==> src/rtl/pms_cfg.svh <==
// Register map, field positions and codes of the parallel mode status block
// Operation
// The result code reads 0000 for compatible mode without negotiation, 0001 after a failed negotiation and 0010 for compatible mode after a 1284 mode ends.
// The result code reads 0110 for EPP, 1000 reverse nibble, 1001 reverse nibble with ID, 1010 reverse byte and 1011 reverse byte with ID.
// The result code reads 1100 for ECP without RLE, 1101 the same with ID, 1110 ECP with RLE and 1111 the same with ID.
// The reserved codes 0100 and 0111 never appear in the result code field.
// The undefined codes 0011 and 0101 never appear in the result code field either.
// A change of port mode raises the mode-change interrupt when its enable bit is set.
// Any write to the negotiation result status register clears it.
// Software should clear the negotiation result status register after reading a result.
// A rising edge on an input selected in the edge select register raises the signal-change interrupt when its enable is set.
// Edge select bit 3 is the 1284-active input, bit 2 initialise, bit 1 host busy, bit 0 host strobe.
// Edge select bits 7:4 are written as zero by software and always read as zero.
// Edge select settings raise no signal-change interrupt outside Manual mode.
// Any write to the interrupt status register clears pending status and drops the request.
`ifndef PMS_CFG_SVH
`define PMS_CFG_SVH

// Register indices; byte address is four times the index
`define PMS_IDX_IRQ_ENABLE 8'h22
`define PMS_IDX_IRQ_STATUS 8'h23
`define PMS_IDX_EDGE_SEL 8'h2d
`define PMS_IDX_NEG_STATUS 8'h2e
`define PMS_IDX_PORT_CTRL 8'h2f

// Reset values
`define PMS_RST_EDGE_SEL 8'h00
`define PMS_RST_IRQ_ENABLE 2'h0
`define PMS_RST_IRQ_STATUS 2'h0
`define PMS_RST_NEG_STATUS 8'h00
`define PMS_RST_MODE 4'h0

// Interrupt register fields
`define PMS_IRQ_NEG_BIT 5
`define PMS_IRQ_SIG_BIT 4

// Edge select fields
`define PMS_EDGE_ACTIVE_BIT 3
`define PMS_EDGE_INIT_BIT 2
`define PMS_EDGE_BUSY_BIT 1
`define PMS_EDGE_STROBE_BIT 0
`define PMS_EDGE_WIDTH 4

// Port control fields
`define PMS_CTRL_MANUAL_BIT 0

// Result codes
`define PMS_CODE_COMPAT 4'h0
`define PMS_CODE_FAILED 4'h1
`define PMS_CODE_TERMINATED 4'h2
`define PMS_CODE_UNDEF_A 4'h3
`define PMS_CODE_RSVD_A 4'h4
`define PMS_CODE_UNDEF_B 4'h5
`define PMS_CODE_EPP 4'h6
`define PMS_CODE_RSVD_B 4'h7
`define PMS_CODE_NIBBLE 4'h8
`define PMS_CODE_NIBBLE_ID 4'h9
`define PMS_CODE_BYTE 4'ha
`define PMS_CODE_BYTE_ID 4'hb
`define PMS_CODE_ECP 4'hc
`define PMS_CODE_ECP_ID 4'hd
`define PMS_CODE_ECP_RLE 4'he
`define PMS_CODE_ECP_RLE_ID 4'hf

`endif

==> src/rtl/pms_pkg.sv <==
// Types of the parallel mode status block
package pms_pkg;

  typedef struct packed {
    logic [3:0] sync1;
    logic [3:0] sync2;
    logic [3:0] prev;
  } pms_edge_state_t;

  typedef struct packed {
    logic [7:0] edge_sel;
    logic [1:0] irq_en;
    logic [1:0] irq_sts;
    logic [3:0] neg_flags;
    logic [3:0] neg_code;
    logic [3:0] mode;
    logic manual;
    logic [31:0] prdata;
    logic pready;
    logic pslverr;
    logic irq;
  } pms_state_t;

endpackage

==> src/rtl/pms_edge_sync.sv <==
// Pin synchroniser and rising edge detector for the host handshake inputs
`timescale 1ns/1ps
`default_nettype none
`include "pms_cfg.svh"
module pms_edge_sync
  import pms_pkg::*;
(
  input wire logic ref_clk,
  input wire logic rst,
  input wire logic [`PMS_EDGE_WIDTH-1:0] pins,
  output logic [`PMS_EDGE_WIDTH-1:0] rise
);

  pms_edge_state_t q;
  pms_edge_state_t d;

  always_comb
  begin
    d = q;
    d.sync1 = pins;
    d.sync2 = q.sync1;
    d.prev = q.sync2;
  end

  always_ff @(posedge ref_clk or posedge rst)
  begin
    if (rst)
    begin
      q <= '0;
    end
    else
    begin
      q <= d;
    end
  end

  // Low in the previous cycle, high now
  genvar i;
  generate
    for (i = 0; i < `PMS_EDGE_WIDTH; i++)
    begin : g_rise
      assign rise[i] = q.sync2[i] & ~q.prev[i];
    end
  endgenerate

endmodule
`default_nettype wire

==> src/rtl/pms_top.sv <==
// Parallel port mode status, edge detect and interrupt logic with APB access
//
// Implementation choice: the APB interface to the registers.
`timescale 1ns/1ps
`default_nettype none
`include "pms_cfg.svh"
module pms_top
  import pms_pkg::*;
(
  input wire logic ref_clk,
  input wire logic rst,
  input wire logic psel,
  input wire logic penable,
  input wire logic pwrite,
  input wire logic [7:0] paddr,
  input wire logic [31:0] pwdata,
  output logic [31:0] prdata,
  output logic pready,
  output logic pslverr,
  input wire logic neg_update,
  input wire logic [3:0] neg_code,
  input wire logic neg_ok,
  input wire logic neg_failed,
  input wire logic host_timeout,
  input wire logic immed_term,
  input wire logic ieee_mode_active_in,
  input wire logic host_initialise_in,
  input wire logic host_busy_in,
  input wire logic host_strobe_in,
  output logic irq,
  output logic [3:0] mode_code_out,
  output logic manual_mode_out
);

  ////////////////////////////////////////////////////////////////////////////
  // Host pin edges

  logic [`PMS_EDGE_WIDTH-1:0] pin_vec;
  logic [`PMS_EDGE_WIDTH-1:0] pin_rise;

  assign pin_vec[`PMS_EDGE_ACTIVE_BIT] = ieee_mode_active_in;
  assign pin_vec[`PMS_EDGE_INIT_BIT] = host_initialise_in;
  assign pin_vec[`PMS_EDGE_BUSY_BIT] = host_busy_in;
  assign pin_vec[`PMS_EDGE_STROBE_BIT] = host_strobe_in;

  pms_edge_sync u_edge
  (
    .ref_clk(ref_clk),
    .rst(rst),
    .pins(pin_vec),
    .rise(pin_rise)
  );

  ////////////////////////////////////////////////////////////////////////////
  // Helpers

  function automatic logic code_legal(input logic [3:0] c);
    begin
      unique case (c)
        `PMS_CODE_UNDEF_A, `PMS_CODE_UNDEF_B: code_legal = 1'b0;
        `PMS_CODE_RSVD_A, `PMS_CODE_RSVD_B: code_legal = 1'b0;
        default: code_legal = 1'b1;
      endcase
    end
  endfunction

  pms_state_t q;
  pms_state_t d;

  logic setup_ph;
  logic access_ok;
  logic wr_en;
  logic rd_en;
  logic [5:0] idx;
  logic [7:0] hit_idx;
  logic hit;
  logic [31:0] rd_mux;
  logic neg_event;
  logic sig_event;
  logic [7:0] irq_sts_view;
  logic [7:0] irq_en_view;

  assign idx = paddr[7:2];
  assign hit_idx = {2'h0, idx};
  assign setup_ph = psel & ~penable;
  assign access_ok = psel & penable & q.pready & ~q.pslverr;
  assign wr_en = access_ok & pwrite;
  assign rd_en = access_ok & ~pwrite;

  always_comb
  begin
    irq_sts_view = 8'h00;
    irq_sts_view[`PMS_IRQ_NEG_BIT] = q.irq_sts[1];
    irq_sts_view[`PMS_IRQ_SIG_BIT] = q.irq_sts[0];
    irq_en_view = 8'h00;
    irq_en_view[`PMS_IRQ_NEG_BIT] = q.irq_en[1];
    irq_en_view[`PMS_IRQ_SIG_BIT] = q.irq_en[0];
  end

  ////////////////////////////////////////////////////////////////////////////
  // Read decode

  always_comb
  begin
    rd_mux = 32'h0000_0000;
    hit = 1'b1;
    if (paddr[1:0] != 2'h0)
    begin
      hit = 1'b0;
    end
    else
    begin
      unique case (hit_idx)
        `PMS_IDX_EDGE_SEL: rd_mux = {24'h00_0000, 4'h0, q.edge_sel[3:0]};
        `PMS_IDX_IRQ_ENABLE: rd_mux = {24'h00_0000, irq_en_view};
        `PMS_IDX_IRQ_STATUS: rd_mux = {24'h00_0000, irq_sts_view};
        `PMS_IDX_NEG_STATUS: rd_mux = {24'h00_0000, q.neg_flags, q.neg_code};
        `PMS_IDX_PORT_CTRL: rd_mux = {31'h0000_0000, q.manual};
        default: hit = 1'b0;
      endcase
    end
  end

  ////////////////////////////////////////////////////////////////////////////
  // Events

  // Only legal codes that differ from the current mode count as a change
  assign neg_event = neg_update & code_legal(neg_code) & (neg_code != q.mode);
  assign sig_event = q.manual & |(pin_rise & q.edge_sel[3:0]);

  ////////////////////////////////////////////////////////////////////////////
  // Next state

  always_comb
  begin
    d = q;
    d.pready = 1'b0;
    d.pslverr = 1'b0;

    // One wait-free access phase after each setup
    if (setup_ph)
    begin
      d.pready = 1'b1;
      d.pslverr = ~hit;
      d.prdata = rd_mux;
    end

    if (wr_en)
    begin
      unique case (hit_idx)
        `PMS_IDX_EDGE_SEL: d.edge_sel = {4'h0, pwdata[3:0]};
        `PMS_IDX_IRQ_ENABLE:
        begin
          d.irq_en[1] = pwdata[`PMS_IRQ_NEG_BIT];
          d.irq_en[0] = pwdata[`PMS_IRQ_SIG_BIT];
        end
        `PMS_IDX_IRQ_STATUS: d.irq_sts = `PMS_RST_IRQ_STATUS;
        `PMS_IDX_NEG_STATUS:
        begin
          d.neg_flags = 4'h0;
          d.neg_code = `PMS_CODE_COMPAT;
        end
        `PMS_IDX_PORT_CTRL: d.manual = pwdata[`PMS_CTRL_MANUAL_BIT];
        default: d.manual = q.manual;
      endcase
    end

    // Read of the interrupt status clears it
    if (rd_en && (hit_idx == `PMS_IDX_IRQ_STATUS))
    begin
      d.irq_sts = `PMS_RST_IRQ_STATUS;
    end

    // Sets after clears, so a coincident event survives
    if (neg_update && code_legal(neg_code))
    begin
      d.neg_code = neg_code;
      d.mode = neg_code;
    end
    d.neg_flags = d.neg_flags | {neg_ok, neg_failed, host_timeout, immed_term};
    if (neg_event)
    begin
      d.irq_sts[1] = 1'b1;
    end
    if (sig_event)
    begin
      d.irq_sts[0] = 1'b1;
    end

    d.irq = |(d.irq_sts & d.irq_en);
  end

  ////////////////////////////////////////////////////////////////////////////
  // State register

  always_ff @(posedge ref_clk or posedge rst)
  begin
    if (rst)
    begin
      q <= '0;
    end
    else
    begin
      q <= d;
    end
  end

  assign prdata = q.prdata;
  assign pready = q.pready;
  assign pslverr = q.pslverr;
  assign irq = q.irq;
  assign mode_code_out = q.mode;
  assign manual_mode_out = q.manual;

endmodule
`default_nettype wire

==> config.mk <==
export PLATFORM = sky130hd
export DESIGN_NAME = pms_top
export DESIGN_NICKNAME = d
export VERILOG_FILES = /design/src/rtl/pms_pkg.sv /design/src/rtl/pms_edge_sync.sv /design/src/rtl/pms_top.sv
export VERILOG_INCLUDE_DIRS = /design/src /design/src/rtl
export SDC_FILE = /design/constraint.sdc
export NUM_CORES = 1
export LEC_CHECK = 0
export BUFFER_PORTS_ARGS = -buffer_cell sky130_fd_sc_hd__buf_2
export CAP_MARGIN = 20
export CORE_ASPECT_RATIO = 1.4
export CORE_UTILIZATION = 31
export CTS_CLUSTER_DIAMETER = 100
export DETAILED_ROUTE_END_ITERATION = 8
export GPL_TIMING_DRIVEN = 0
export SLEW_MARGIN = 30
export SYNTH_ARGS = -nofsm -noshare
export SYNTH_HDL_FRONTEND = slang
export SYNTH_SLANG_ARGS = --single-unit
==> constraint.sdc <==
create_clock -name ref_clk -period 2.1 [get_ports ref_clk]
set_input_delay 0.21 -clock ref_clk [delete_from_list [all_inputs] [get_ports ref_clk]]
set_output_delay 0.21 -clock ref_clk [all_outputs]
set_load 0.005 [all_outputs]
==> impl_metrics.prom, run 1 <==
# TYPE chip_impl_metric gauge
chip_impl_metric{name="drv_slew",unit=""} 0
chip_impl_metric{name="dr.pass1.iters",unit=""} 6
chip_impl_metric{name="yosys_warnings",unit=""} 0
chip_impl_metric{name="power.ir.vdd_worst",unit="µV"} 250
chip_impl_metric{name="finalHoldViolCount",unit=""} 0
chip_impl_metric{name="flow.area_growth_from_synthesis",unit="%"} 26.0
chip_impl_metric{name="die_h",unit="µm"} 98.7
chip_impl_metric{name="routed_wire_length_per_instance",unit="µm"} 11.9
chip_impl_metric{name="detail_route.wirelength",unit="mm"} 3.89
chip_impl_metric{name="netlist-cell-type-count",unit=""} 42
chip_impl_info{name="synth.cells.most_frequent",value="sky130_fd_sc_hd__dfrtp_1 (44), sky130_fd_sc_hd__buf_4 (36), sky130_fd_sc_hd__nand2_1 (17)"} 1
chip_impl_metric{name="io_pins",unit=""} 98
chip_impl_metric{name="number_of_clock_sinks",unit=""} 44
chip_impl_info{name="worst_setup_path_end_kind",value="flip-flop"} 1
chip_impl_metric{name="initial_utilization",unit=""} 0.327
chip_impl_metric{name="first_global_vias",unit=""} 1398
chip_impl_metric{name="grt_max_degree",unit=""} 31
chip_impl_metric{name="core_area",unit="µm²"} 6340
chip_impl_metric{name="drt_iter0_drc",unit=""} 95
chip_impl_metric{name="finalCriticalPeriod",unit="ns"} 1.66
chip_impl_metric{name="final.setup.tns",unit="ns"} 0
chip_impl_metric{name="clock_path_buffers",unit=""} 2
chip_impl_info{name="most_repeated_cell_in_the_gate_level_netlist_after_synthesis",value="sky130_fd_sc_hd__dfrtp_1"} 1
chip_impl_metric{name="holdBufCountCts",unit=""} 1
chip_impl_metric{name="timing.critical_path.required",unit="ns"} 2.28
chip_impl_metric{name="antennaDiodeCount",unit=""} 0
chip_impl_metric{name="finalCritPeriodShare",unit=""} 0.793
chip_impl_metric{name="synth-seq-cells",unit=""} 44
chip_impl_metric{name="synthCells",unit=""} 175
chip_impl_metric{name="fin_nets",unit=""} 312
chip_impl_info{name="cts_tree",value="built"} 1
chip_impl_metric{name="cts_buffers",unit=""} 5
chip_impl_info{name="hold_path_class",value="in2reg"} 1
chip_impl_metric{name="achievable-frequency",unit="MHz"} 601
chip_impl_info{name="run_status",value="finished, violations left"} 1
chip_impl_metric{name="final_antenna_net_count",unit=""} 0
chip_impl_metric{name="grt.total_usage",unit=""} 0.121
chip_impl_info{name="cts_root_buf",value="sky130_fd_sc_hd__clkbuf_8"} 1
chip_impl_info{name="timing.critical_path.slowest_stage_cell",value="sky130_fd_sc_hd__dfrtp_1"} 1
chip_impl_metric{name="multiInputGateArea",unit="µm²"} 772
chip_impl_info{name="synth_top_area_cells",value="sky130_fd_sc_hd__dfrtp_1 (53%), sky130_fd_sc_hd__buf_4 (13%), sky130_fd_sc_hd__a22o_1 (3.4%)"} 1
chip_impl_metric{name="routabilityCongestion",unit=""} 0.738
chip_impl_metric{name="leakage",unit="nW"} 1.34
chip_impl_metric{name="clock_latency",unit="ns"} 0.30
chip_impl_metric{name="cp_slowest_stage_delay",unit="ns"} 0.37
chip_impl_info{name="post_synthesis_cell_type_with_the_largest_combined_area",value="sky130_fd_sc_hd__dfrtp_1"} 1
chip_impl_metric{name="synth.avg_cell_area",unit="µm²"} 11.8
chip_impl_metric{name="cts_setup_buffers",unit=""} 0
chip_impl_metric{name="mappedNetlistArea",unit="µm²"} 2070
chip_impl_metric{name="core.rowCount",unit=""} 34
chip_impl_info{name="synthFlopType",value="sky130_fd_sc_hd__dfrtp_1"} 1
chip_impl_metric{name="vias_per_cell",unit=""} 4.37
chip_impl_metric{name="slew_headroom",unit=""} 0.655
chip_impl_metric{name="worst_setup_hold_path_clk_slew",unit="ns"} 0.08
chip_impl_metric{name="detailroute.via_count",unit=""} 1429
chip_impl_metric{name="drc_errors",unit=""} 5
chip_impl_metric{name="worstPathMaxFanout",unit=""} 5
chip_impl_metric{name="share_of_synthesized_flip_flops_with_an_asynchronous_set_or_reset",unit=""} 1.00
chip_impl_metric{name="finalClockSkew",unit="ns"} 0.00849
chip_impl_metric{name="timing.critical_path.arrival",unit="ns"} 1.85
chip_impl_metric{name="nFillCells",unit=""} 618
chip_impl_info{name="violations_in_the_final_reports",value="DRC"} 1
chip_impl_info{name="timing.critical_path.from_type",value="flip-flop"} 1
chip_impl_metric{name="timing.final.ws_setup",unit="ns"} 0.435
chip_impl_metric{name="place_ws",unit="ns"} 0.452
chip_impl_metric{name="drv.max_cap_violation_count",unit=""} 0
chip_impl_metric{name="overflow",unit=""} 0
chip_impl_metric{name="netlist.area_leader.share",unit=""} 0.531
chip_impl_metric{name="setup_viol",unit=""} 0
chip_impl_info{name="setup.worst_path.class",value="reg2reg"} 1
chip_impl_metric{name="design.die.area",unit="µm²"} 7020
chip_impl_metric{name="ctsResizeCount",unit=""} 0
chip_impl_metric{name="worst_pin_slew",unit="ns"} 0.517
chip_impl_metric{name="post_route_cells_drive_above_1_share",unit=""} 0.431
chip_impl_metric{name="antenna_found_initial",unit=""} 0
chip_impl_info{name="rsz_0062_raised_after_global_routing",value="no"} 1
chip_impl_metric{name="pwr_density_cell",unit="nW/µm²"} 662
chip_impl_metric{name="htree_num_levels",unit=""} 2
chip_impl_metric{name="synth-edff-count",unit=""} 0
chip_impl_metric{name="detailedPlacementHpwl",unit="mm"} 3.12
chip_impl_metric{name="die_width",unit="µm"} 71.1
chip_impl_info{name="worstPathCellList",value="and4b_1, and2_1, nand2_2, mux2_4, a22o_1"} 1
chip_impl_metric{name="seq_area",unit="µm²"} 1100
chip_impl_metric{name="ys_seq_area_frac",unit=""} 0.531
chip_impl_metric{name="port_buffers",unit=""} 47
chip_impl_metric{name="grt_pass1_wl",unit="mm"} 6.56
==> stage by stage <==
stage | utilization | power [mW] | instances | area [µm²] | hold WS, ns
detailed placement | 0.395 | 1.19 | 318 | 2500 | 0.194
finish | 0.412 | 1.73 | 327 | 2610 | 0.0214
global route | 0.412 | 1.81 | 327 | 2610 | 0.0103
floorplan | - | 1.10 | 198 | 2160 | 0.241
CTS | 0.412 | 1.75 | 327 | 2610 | 0.0119
global placement | 0.392 | 1.18 | 317 | 2480 | 0.318
==> where the power goes <==
part / internal (mW) / switching (mW)
Sequential: 0.893 / 0.0293
Combinational: 0.139 / 0.115
Clock: 0.269 / 0.283
==> kinds of logic after synthesis <==
group	after synthesis	synth area share
other	1	0.00181
XOR/XNOR	5	0.0211
multiplexers	10	0.0574
flip-flops	44	0.531
AO/OA/AOI/OAI	28	0.112
AND/OR/NAND/NOR	47	0.139
buffers and inverters	40	0.138
==> state kept, by name, summed over array words and instances (netlist names), 2 cells and up <==
register       cells
u_edge.q           4
prdata             8
u_edge.d           8
mode_code_out      4
irq_sts_view       2
irq_en_view        2
q                 12
==> worst paths after layout <==
check	from	end	slack, ns	depth (start not counted)
min	host_busy_in	u_edge.d[5]$_DFF_PP0_	0.02	1
min in group asynchronous	rst	u_edge.d[3]$_DFF_PP0_	0.41	3
max in group asynchronous	rst	prdata[7]$_DFFE_PP0P_	1.23	4
min reg2reg	u_edge.d[5]$_DFF_PP0_	u_edge.d[1]$_DFF_PP0_	0.34	0
max reg2reg	pslverr$_DFF_PP0_	irq$_DFF_PP0_	0.44	5
max	pslverr$_DFF_PP0_	irq$_DFF_PP0_	0.44	5
==> area by class of cell <==
class,count,share of cell area
clock buffer,6,0.0316
buffer,37,0.105
clock inverter,2,0.00527
tap,72,0.0345
inverter,3,0.00431
sequential,44,0.422
timing repair buffer,49,0.102
multi-input combinational,114,0.296
==> cells in the final DEF (no fill, tap or decap), types with 2 or more instances in the layout <==
cell	n
sky130_fd_sc_hd__a211oi_2	2
sky130_fd_sc_hd__a21o_1	4
sky130_fd_sc_hd__a21oi_1	3
sky130_fd_sc_hd__a221oi_1	4
sky130_fd_sc_hd__a22o_1	8
sky130_fd_sc_hd__a22oi_1	2
sky130_fd_sc_hd__buf_2	47
sky130_fd_sc_hd__buf_4	36
sky130_fd_sc_hd__clkbuf_8	6
sky130_fd_sc_hd__conb_1	24
sky130_fd_sc_hd__dfrtp_1	44
sky130_fd_sc_hd__inv_2	2
sky130_fd_sc_hd__mux2_1	6
sky130_fd_sc_hd__mux2_4	2
sky130_fd_sc_hd__nand2_1	17
sky130_fd_sc_hd__nand3_1	3
sky130_fd_sc_hd__nor2_1	7
sky130_fd_sc_hd__nor3_1	4
sky130_fd_sc_hd__xnor2_1	5
==> critical path, delay by kind of cell, from the launching register on <==
family,cells,cell delay [ns]
mux,1,0.31
compound gates,1,0.22
simple gates,3,0.65
flops,1,0.37
==> routing by layer <==
layer	up-vias	part of all wire	global-route usage
met5	-	0	0
met4	0	0.024	0.0646
met3	6	0.069	0.0256
met2	65	0.48	0.209
met1	654	0.43	0.138
li1	704	-	-
(Power assumes the default switching activity.)
==> run 2, diff against run 1 <==
==> constraint.sdc (replaced) <==
create_clock -name ref_clk -period 1.38 [get_ports ref_clk]
set_input_delay 0.138 -clock ref_clk [delete_from_list [all_inputs] [get_ports ref_clk]]
set_output_delay 0.138 -clock ref_clk [all_outputs]
set_load 0.005 [all_outputs]
==> run 2 against run 1 <==
The run ends with DRC, setup timing left. Global-route usage increased by 0.30 points. Die area did not move. Core utilization up 2.0 points.
==> impl_metrics.prom, run 2 (same netlist as run 1, synthesis figures left out) <==
# TYPE chip_impl_metric gauge
chip_impl_metric{name="detailroute.via_count",unit=""} 1473
chip_impl_metric{name="htree_num_levels",unit=""} 2
chip_impl_metric{name="routed_wire_length_per_instance",unit="µm"} 12.3
chip_impl_metric{name="reg2reg_path_depth",unit=""} 5
chip_impl_metric{name="drc_errors",unit=""} 4
chip_impl_metric{name="worst-r2r-setup-slack",unit="ns"} -0.15
chip_impl_info{name="timing.critical_path.from_type",value="flip-flop"} 1
chip_impl_info{name="setup.worst_path.class",value="reg2reg"} 1
chip_impl_info{name="hold_path_end",value="q[45]$_DFF_PP0_"} 1
chip_impl_info{name="cts_root_buf",value="sky130_fd_sc_hd__clkbuf_8"} 1
chip_impl_info{name="regToRegEndpoint",value="irq$_DFF_PP0_"} 1
chip_impl_metric{name="comb_power_share",unit=""} 0.147
chip_impl_metric{name="pwr_density_cell",unit="nW/µm²"} 1010
chip_impl_metric{name="setup_viol",unit=""} 6
chip_impl_metric{name="number_of_clock_sinks",unit=""} 44
chip_impl_metric{name="worstPathMaxFanout",unit=""} 3
chip_impl_metric{name="cts_buffers",unit=""} 5
chip_impl_info{name="most-common-layout-cells",value="sky130_fd_sc_hd__buf_2 (47), sky130_fd_sc_hd__dfrtp_1 (44), sky130_fd_sc_hd__buf_4 (39), sky130_fd_sc_hd__conb_1 (24), sky130_fd_sc_hd__nand2_1 (15)"} 1
chip_impl_metric{name="detailedPlacementHpwl",unit="mm"} 3.17
chip_impl_info{name="cts_tree",value="built"} 1
chip_impl_metric{name="die_h",unit="µm"} 98.7
chip_impl_metric{name="grt_pass1_wl",unit="mm"} 6.64
chip_impl_metric{name="internal-power",unit="mW"} 2.12
chip_impl_metric{name="first_global_vias",unit=""} 1449
chip_impl_metric{name="initial_utilization",unit=""} 0.327
chip_impl_metric{name="grt.total_usage",unit=""} 0.124
chip_impl_metric{name="overflow",unit=""} 0
chip_impl_metric{name="largest_register_ff_count",unit=""} 12
chip_impl_metric{name="swShare",unit=""} 0.231
chip_impl_metric{name="achievable-frequency",unit="MHz"} 654
chip_impl_metric{name="switching_power",unit="mW"} 0.637
chip_impl_info{name="min_from",value="host_timeout"} 1
chip_impl_info{name="grt.busiest_layer",value="met2"} 1
chip_impl_info{name="top_register",value="q"} 1
chip_impl_metric{name="timing.final.ws_setup",unit="ns"} -0.149
chip_impl_metric{name="finalCriticalPeriod",unit="ns"} 1.53
chip_impl_metric{name="fin_nets",unit=""} 319
chip_impl_metric{name="antennaDiodeCount",unit=""} 0
chip_impl_info{name="violations_in_the_final_reports",value="DRC, setup timing"} 1
chip_impl_metric{name="worst_setup_hold_path_clk_slew",unit="ns"} 0.08
chip_impl_metric{name="antenna_found_initial",unit=""} 0
chip_impl_metric{name="detail_route.wirelength",unit="mm"} 4.10
chip_impl_metric{name="grt.met1_usage",unit=""} 0.144
chip_impl_metric{name="die_width",unit="µm"} 71.1
chip_impl_metric{name="drv.max_cap_violation_count",unit=""} 0
chip_impl_metric{name="final.setup.tns",unit="ns"} -0.601
chip_impl_info{name="rsz_0062_raised_after_global_routing",value="yes"} 1
chip_impl_metric{name="min_delay_path_depth",unit=""} 2
chip_impl_metric{name="share_clk_of_total_power",unit=""} 0.344
chip_impl_metric{name="place_ws",unit="ns"} -0.144
chip_impl_metric{name="clock_latency",unit="ns"} 0.29
chip_impl_metric{name="routabilityCongestion",unit=""} 0.745
chip_impl_metric{name="grt_util_met3",unit=""} 0.0204
chip_impl_metric{name="finalHoldViolCount",unit=""} 0
chip_impl_metric{name="finalCritPeriodShare",unit=""} 1.11
chip_impl_info{name="worst_setup_path_end_kind",value="flip-flop"} 1
chip_impl_metric{name="timing.hold.ws",unit="ns"} 0.0223
chip_impl_metric{name="nFillCells",unit=""} 619
chip_impl_metric{name="numPlacedInstances",unit=""} 318
chip_impl_metric{name="power_frac_seq",unit=""} 0.509
chip_impl_metric{name="timing.critical_path.required",unit="ns"} 1.56
chip_impl_metric{name="gr-usage-met2",unit=""} 0.216
chip_impl_metric{name="leakage",unit="nW"} 1.44
chip_impl_metric{name="drv_slew",unit=""} 0
chip_impl_metric{name="design.die.area",unit="µm²"} 7020
chip_impl_metric{name="finalClockSkew",unit="ns"} 0.00446
chip_impl_metric{name="power.ir.vdd_worst",unit="µV"} 340
chip_impl_metric{name="clock_path_buffers",unit=""} 2
chip_impl_metric{name="core_area",unit="µm²"} 6340
chip_impl_info{name="hold_path_class",value="in2reg"} 1
chip_impl_metric{name="final_antenna_net_count",unit=""} 0
chip_impl_metric{name="drt_iter0_drc",unit=""} 90
chip_impl_info{name="final_common_cell",value="sky130_fd_sc_hd__buf_2"} 1
chip_impl_metric{name="timing.critical_path.arrival",unit="ns"} 1.71
chip_impl_metric{name="port_buffers",unit=""} 47
chip_impl_metric{name="vias_per_cell",unit=""} 4.41
chip_impl_metric{name="io_pins",unit=""} 98
chip_impl_metric{name="finalCoreUtilization",unit=""} 0.432
chip_impl_metric{name="flow.area_growth_from_synthesis",unit="%"} 32.1
chip_impl_metric{name="grt_max_degree",unit=""} 28
chip_impl_metric{name="dr.pass1.iters",unit=""} 6
chip_impl_info{name="run_status",value="finished, violations left"} 1
chip_impl_metric{name="core.rowCount",unit=""} 34
chip_impl_info{name="regToRegStartpoint",value="pslverr$_DFF_PP0_"} 1
chip_impl_metric{name="post_route_cells_drive_above_1_share",unit=""} 0.466
chip_impl_metric{name="final-instance-count-excl-fill",unit=""} 334
## run 2: critical path: stages (launching register included)
cell	delay (ns)
sky130_fd_sc_hd__dfrtp_1	0.37
sky130_fd_sc_hd__and4b_2	0.30
sky130_fd_sc_hd__and2_4	0.18
sky130_fd_sc_hd__nand2_4	0.06
sky130_fd_sc_hd__mux2_4	0.31
sky130_fd_sc_hd__a22o_1	0.21
## run 2: worst max path at each step
stage,start,endpoint,slack (ns),depth (start not counted)
3_5_place_dp,pslverr$_DFF_PP0_,irq$_DFF_PP0_,-0.14,5
2_1_floorplan,pslverr$_DFF_PP0_,irq$_DFF_PP0_,-0.07,5
4_1_cts,pslverr$_DFF_PP0_,irq$_DFF_PP0_,-0.14,5
3_3_place_gp,rst,prdata[6]$_DFFE_PP0P_,-0.31,2
5_1_grt,pslverr$_DFF_PP0_,irq$_DFF_PP0_,-0.22,5
6_report,pslverr$_DFF_PP0_,irq$_DFF_PP0_,-0.15,5
## run 2: through the flow
step,power [mW],instance area [µm²]
3_3_place_gp,1.80,2490
3_5_place_dp,1.82,2510
2_1_floorplan,1.67,2170
6_report,2.76,2740
5_1_grt,2.88,2740
4_1_cts,2.79,2720
## run 2: power by group through the flow
stage / Sequential, mW / Clock [mW] / Combinational (mW)
after global placement: 1.43 / 0 / 0.376
final: 1.40 / 0.949 / 0.405
after floorplan: 1.41 / 0 / 0.254
after CTS: 1.40 / 0.987 / 0.406
after global routing: 1.41 / 1.03 / 0.447
after detailed placement: 1.43 / 0 / 0.388
## run 2: area by class of cell
cell class	instances	area [µm²]	area share
inverter	3	11.3	0.00411
sequential	44	1100	0.402
clock inverter	2	35.0	0.0128
clock buffer	6	72.6	0.0265
multi-input combinational	114	826	0.302
timing repair buffer	56	328	0.120
tap	72	90.1	0.0329
buffer	37	274	0.100
## run 2: what timing repair did
action | CTS | global route
setup buffers | 3 | 0
hold buffers | 5 | 0
resized for setup | 8 | 4
endpoints found under the hold margin | 21 | 0
setup endpoints to repair | 5 | 16
pin swaps | 1 | 1
## run 2: metal layers
metal	vias up	routed length, µm
met3	8	241
met1	683	1680
met2	59	2070
li1	723	-
met4	0	107
met5	-	0
==> run 3, diff against run 2 <==
--- a/config.mk
+++ b/config.mk
@@ -10,9 +10,11 @@
 export CAP_MARGIN = 20
 export CORE_ASPECT_RATIO = 1.4
 export CORE_UTILIZATION = 31
+export CTS_BUF_LIST = sky130_fd_sc_hd__clkbuf_8
 export CTS_CLUSTER_DIAMETER = 100
 export DETAILED_ROUTE_END_ITERATION = 8
 export GPL_TIMING_DRIVEN = 0
+export RECOVER_POWER = 100
 export SLEW_MARGIN = 30
 export SYNTH_ARGS = -nofsm -noshare
 export SYNTH_HDL_FRONTEND = slang
==> run 3 against run 2 <==
The flow still finishes with violations (DRC, setup timing). First-iteration DRC count rose by 3.3%. Clock skew hardly changed. Cell count stayed put. Critical endpoint unchanged. Highest routed layer unchanged.
==> impl_metrics.prom, run 3 (same netlist as run 1, synthesis figures left out) <==
# TYPE chip_impl_metric gauge
chip_impl_info{name="regToRegStartpoint",value="pslverr$_DFF_PP0_"} 1
chip_impl_metric{name="die_h",unit="µm"} 98.7
chip_impl_metric{name="dr.pass1.iters",unit=""} 6
chip_impl_metric{name="grt_pass1_wl",unit="mm"} 6.64
chip_impl_metric{name="cp_slowest_stage_delay",unit="ns"} 0.37
chip_impl_metric{name="nFillCells",unit=""} 623
chip_impl_info{name="run_status",value="finished, violations left"} 1
chip_impl_metric{name="antennaDiodeCount",unit=""} 0
chip_impl_metric{name="final-instance-count-excl-fill",unit=""} 334
chip_impl_info{name="timing.critical_path.from_type",value="flip-flop"} 1
chip_impl_metric{name="swShare",unit=""} 0.232
chip_impl_metric{name="clock_latency",unit="ns"} 0.29
chip_impl_info{name="hold_path_class",value="in2reg"} 1
chip_impl_metric{name="flow.area_growth_from_synthesis",unit="%"} 31.6
chip_impl_metric{name="reg2reg_path_depth",unit=""} 5
chip_impl_metric{name="drt_iter0_drc",unit=""} 93
chip_impl_info{name="cts_tree",value="built"} 1
chip_impl_metric{name="numPlacedInstances",unit=""} 318
chip_impl_metric{name="worst_pin_slew",unit="ns"} 0.680
chip_impl_metric{name="worst-r2r-setup-slack",unit="ns"} -0.15
chip_impl_metric{name="port_buffers",unit=""} 47
chip_impl_metric{name="antenna_found_initial",unit=""} 0
chip_impl_metric{name="finalClockSkew",unit="ns"} 0.00467
chip_impl_metric{name="first_global_vias",unit=""} 1449
chip_impl_metric{name="detailroute.via_count",unit=""} 1475
chip_impl_metric{name="number_of_clock_sinks",unit=""} 44
chip_impl_info{name="min_from",value="host_timeout"} 1
chip_impl_metric{name="timing.critical_path.required",unit="ns"} 1.56
chip_impl_metric{name="finalHoldViolCount",unit=""} 0
chip_impl_metric{name="final_antenna_net_count",unit=""} 0
chip_impl_metric{name="leakage",unit="nW"} 1.44
chip_impl_metric{name="internal-power",unit="mW"} 2.11
chip_impl_metric{name="seq_area",unit="µm²"} 1100
chip_impl_metric{name="largest_register_ff_count",unit=""} 12
chip_impl_metric{name="comb_power_share",unit=""} 0.146
chip_impl_metric{name="finalCritPeriodShare",unit=""} 1.11
chip_impl_metric{name="timing.critical_path.arrival",unit="ns"} 1.71
chip_impl_metric{name="multiInputGateArea",unit="µm²"} 826
chip_impl_metric{name="power_frac_seq",unit=""} 0.511
chip_impl_info{name="cts_root_buf",value="sky130_fd_sc_hd__clkbuf_8"} 1
chip_impl_info{name="regToRegEndpoint",value="irq$_DFF_PP0_"} 1
chip_impl_metric{name="htree_num_levels",unit=""} 2
chip_impl_metric{name="initial_utilization",unit=""} 0.327
chip_impl_info{name="worstPathCellList",value="and4b_2, and2_4, nand2_4, mux2_4, a22o_1"} 1
chip_impl_metric{name="routabilityCongestion",unit=""} 0.745
chip_impl_metric{name="power.ir.vdd_worst",unit="µV"} 340
chip_impl_metric{name="post_route_cells_drive_above_1_share",unit=""} 0.454
chip_impl_metric{name="grt_max_degree",unit=""} 28
chip_impl_metric{name="worstPathMaxFanout",unit=""} 3
chip_impl_metric{name="drc_errors",unit=""} 4
chip_impl_metric{name="share_clk_of_total_power",unit=""} 0.344
chip_impl_metric{name="detail_route.wirelength",unit="mm"} 4.11
chip_impl_info{name="rsz_0062_raised_after_global_routing",value="yes"} 1
chip_impl_metric{name="finalCriticalPeriod",unit="ns"} 1.53
chip_impl_metric{name="switching_power",unit="mW"} 0.636
chip_impl_info{name="setup.worst_path.class",value="reg2reg"} 1
chip_impl_metric{name="timing.hold.ws",unit="ns"} 0.0221
chip_impl_metric{name="vias_per_cell",unit=""} 4.42
chip_impl_info{name="timing.critical_path.slowest_stage_cell",value="sky130_fd_sc_hd__dfrtp_1"} 1
chip_impl_metric{name="detailedPlacementHpwl",unit="mm"} 3.17
chip_impl_metric{name="die_width",unit="µm"} 71.1
chip_impl_metric{name="io_pins",unit=""} 98
chip_impl_metric{name="overflow",unit=""} 0
chip_impl_info{name="worst_setup_path_end_kind",value="flip-flop"} 1
chip_impl_metric{name="drv_slew",unit=""} 0
chip_impl_metric{name="clock_path_buffers",unit=""} 2
chip_impl_info{name="most-common-layout-cells",value="sky130_fd_sc_hd__buf_2 (46), sky130_fd_sc_hd__dfrtp_1 (44), sky130_fd_sc_hd__buf_4 (39), sky130_fd_sc_hd__conb_1 (24), sky130_fd_sc_hd__nand2_1 (15)"} 1
chip_impl_metric{name="achievable-frequency",unit="MHz"} 654
chip_impl_metric{name="design.die.area",unit="µm²"} 7020
chip_impl_metric{name="pwr_density_cell",unit="nW/µm²"} 1010
chip_impl_metric{name="core.rowCount",unit=""} 34
chip_impl_metric{name="place_ws",unit="ns"} -0.144
chip_impl_metric{name="cts_buffers",unit=""} 5
chip_impl_metric{name="fin_nets",unit=""} 319
chip_impl_metric{name="setup_viol",unit=""} 6
chip_impl_info{name="hold_path_end",value="q[45]$_DFF_PP0_"} 1
chip_impl_metric{name="grt.total_usage",unit=""} 0.124
chip_impl_metric{name="worst_setup_hold_path_clk_slew",unit="ns"} 0.08
chip_impl_info{name="final_common_cell",value="sky130_fd_sc_hd__buf_2"} 1
chip_impl_metric{name="drv.max_cap_violation_count",unit=""} 0
chip_impl_metric{name="routed_wire_length_per_instance",unit="µm"} 12.3
chip_impl_info{name="violations_in_the_final_reports",value="DRC, setup timing"} 1
chip_impl_metric{name="core_area",unit="µm²"} 6340
chip_impl_info{name="top_register",value="q"} 1
chip_impl_metric{name="slew_headroom",unit=""} 0.546
chip_impl_metric{name="min_delay_path_depth",unit=""} 2
chip_impl_metric{name="timing.final.ws_setup",unit="ns"} -0.149
## run 3: worst max-delay path by stage
| stage | slack, ns | to | start |
|---|---|---|---|
| after detailed placement | -0.14 | irq$_DFF_PP0_ | pslverr$_DFF_PP0_ |
| after global placement | -0.31 | prdata[6]$_DFFE_PP0P_ | rst |
| after CTS | -0.14 | irq$_DFF_PP0_ | pslverr$_DFF_PP0_ |
| after global routing | -0.22 | irq$_DFF_PP0_ | pslverr$_DFF_PP0_ |
| final | -0.15 | irq$_DFF_PP0_ | pslverr$_DFF_PP0_ |
| after floorplan | -0.07 | irq$_DFF_PP0_ | pslverr$_DFF_PP0_ |
## run 3: metrics by stage
step / cell area, µm² / setup TNS [ns] / power [mW] / util
6_report: 2730 / -0.600 / 2.74 / 0.430
5_1_grt: 2730 / -1.31 / 2.87 / 0.430
4_1_cts: 2720 / -0.521 / 2.79 / 0.429
3_5_place_dp: 2510 / -0.433 / 1.82 / 0.396
3_3_place_gp: 2490 / -13.85 / 1.80 / 0.393
2_1_floorplan: 2170 / -0.0735 / 1.67 / -
## run 3: critical path, delay by kind of cell (launching register included)
kind / cells / cell delay, ns
simple gates: 3 / 0.54
mux: 1 / 0.31
compound gates: 1 / 0.21
flops: 1 / 0.37
## run 3: repair_timing
item                                    CTS  global route
hold endpoints to repair                 21             0
pin swaps                                 1             1
cloned                                    0             0
buffers inserted                          3             0
resized for setup                         8             4
hold buffers                              5             0
endpoints found under the setup margin    5            16
## run 3: layout make-up
type | count | area share
Inverter | 3 | 0.00413
Clock buffer | 5 | 0.0252
Buffer | 37 | 0.100
Sequential cell | 44 | 0.404
Tap cell | 72 | 0.0330
Clock inverter | 3 | 0.0142
Multi-Input combinational cell | 114 | 0.303
Timing Repair Buffer | 56 | 0.117
## run 3: power by group through the flow
stage | Sequential, mW | Combinational (mW) | Clock, mW
floorplan | 1.41 | 0.254 | 0
global placement | 1.43 | 0.376 | 0
detailed placement | 1.43 | 0.388 | 0
CTS | 1.40 | 0.406 | 0.980
global route | 1.41 | 0.442 | 1.02
finish | 1.40 | 0.400 | 0.943
## run 3: per-layer routing
| metal | vias to the layer above | wire [µm] | GRT usage |
|---|---|---|---|
| met5 | - | 0 | 0 |
| met4 | 0 | 107 | 0.0662 |
| met3 | 8 | 236 | 0.0204 |
| met2 | 59 | 2080 | 0.216 |
| met1 | 684 | 1680 | 0.144 |
| li1 | 724 | - | - |
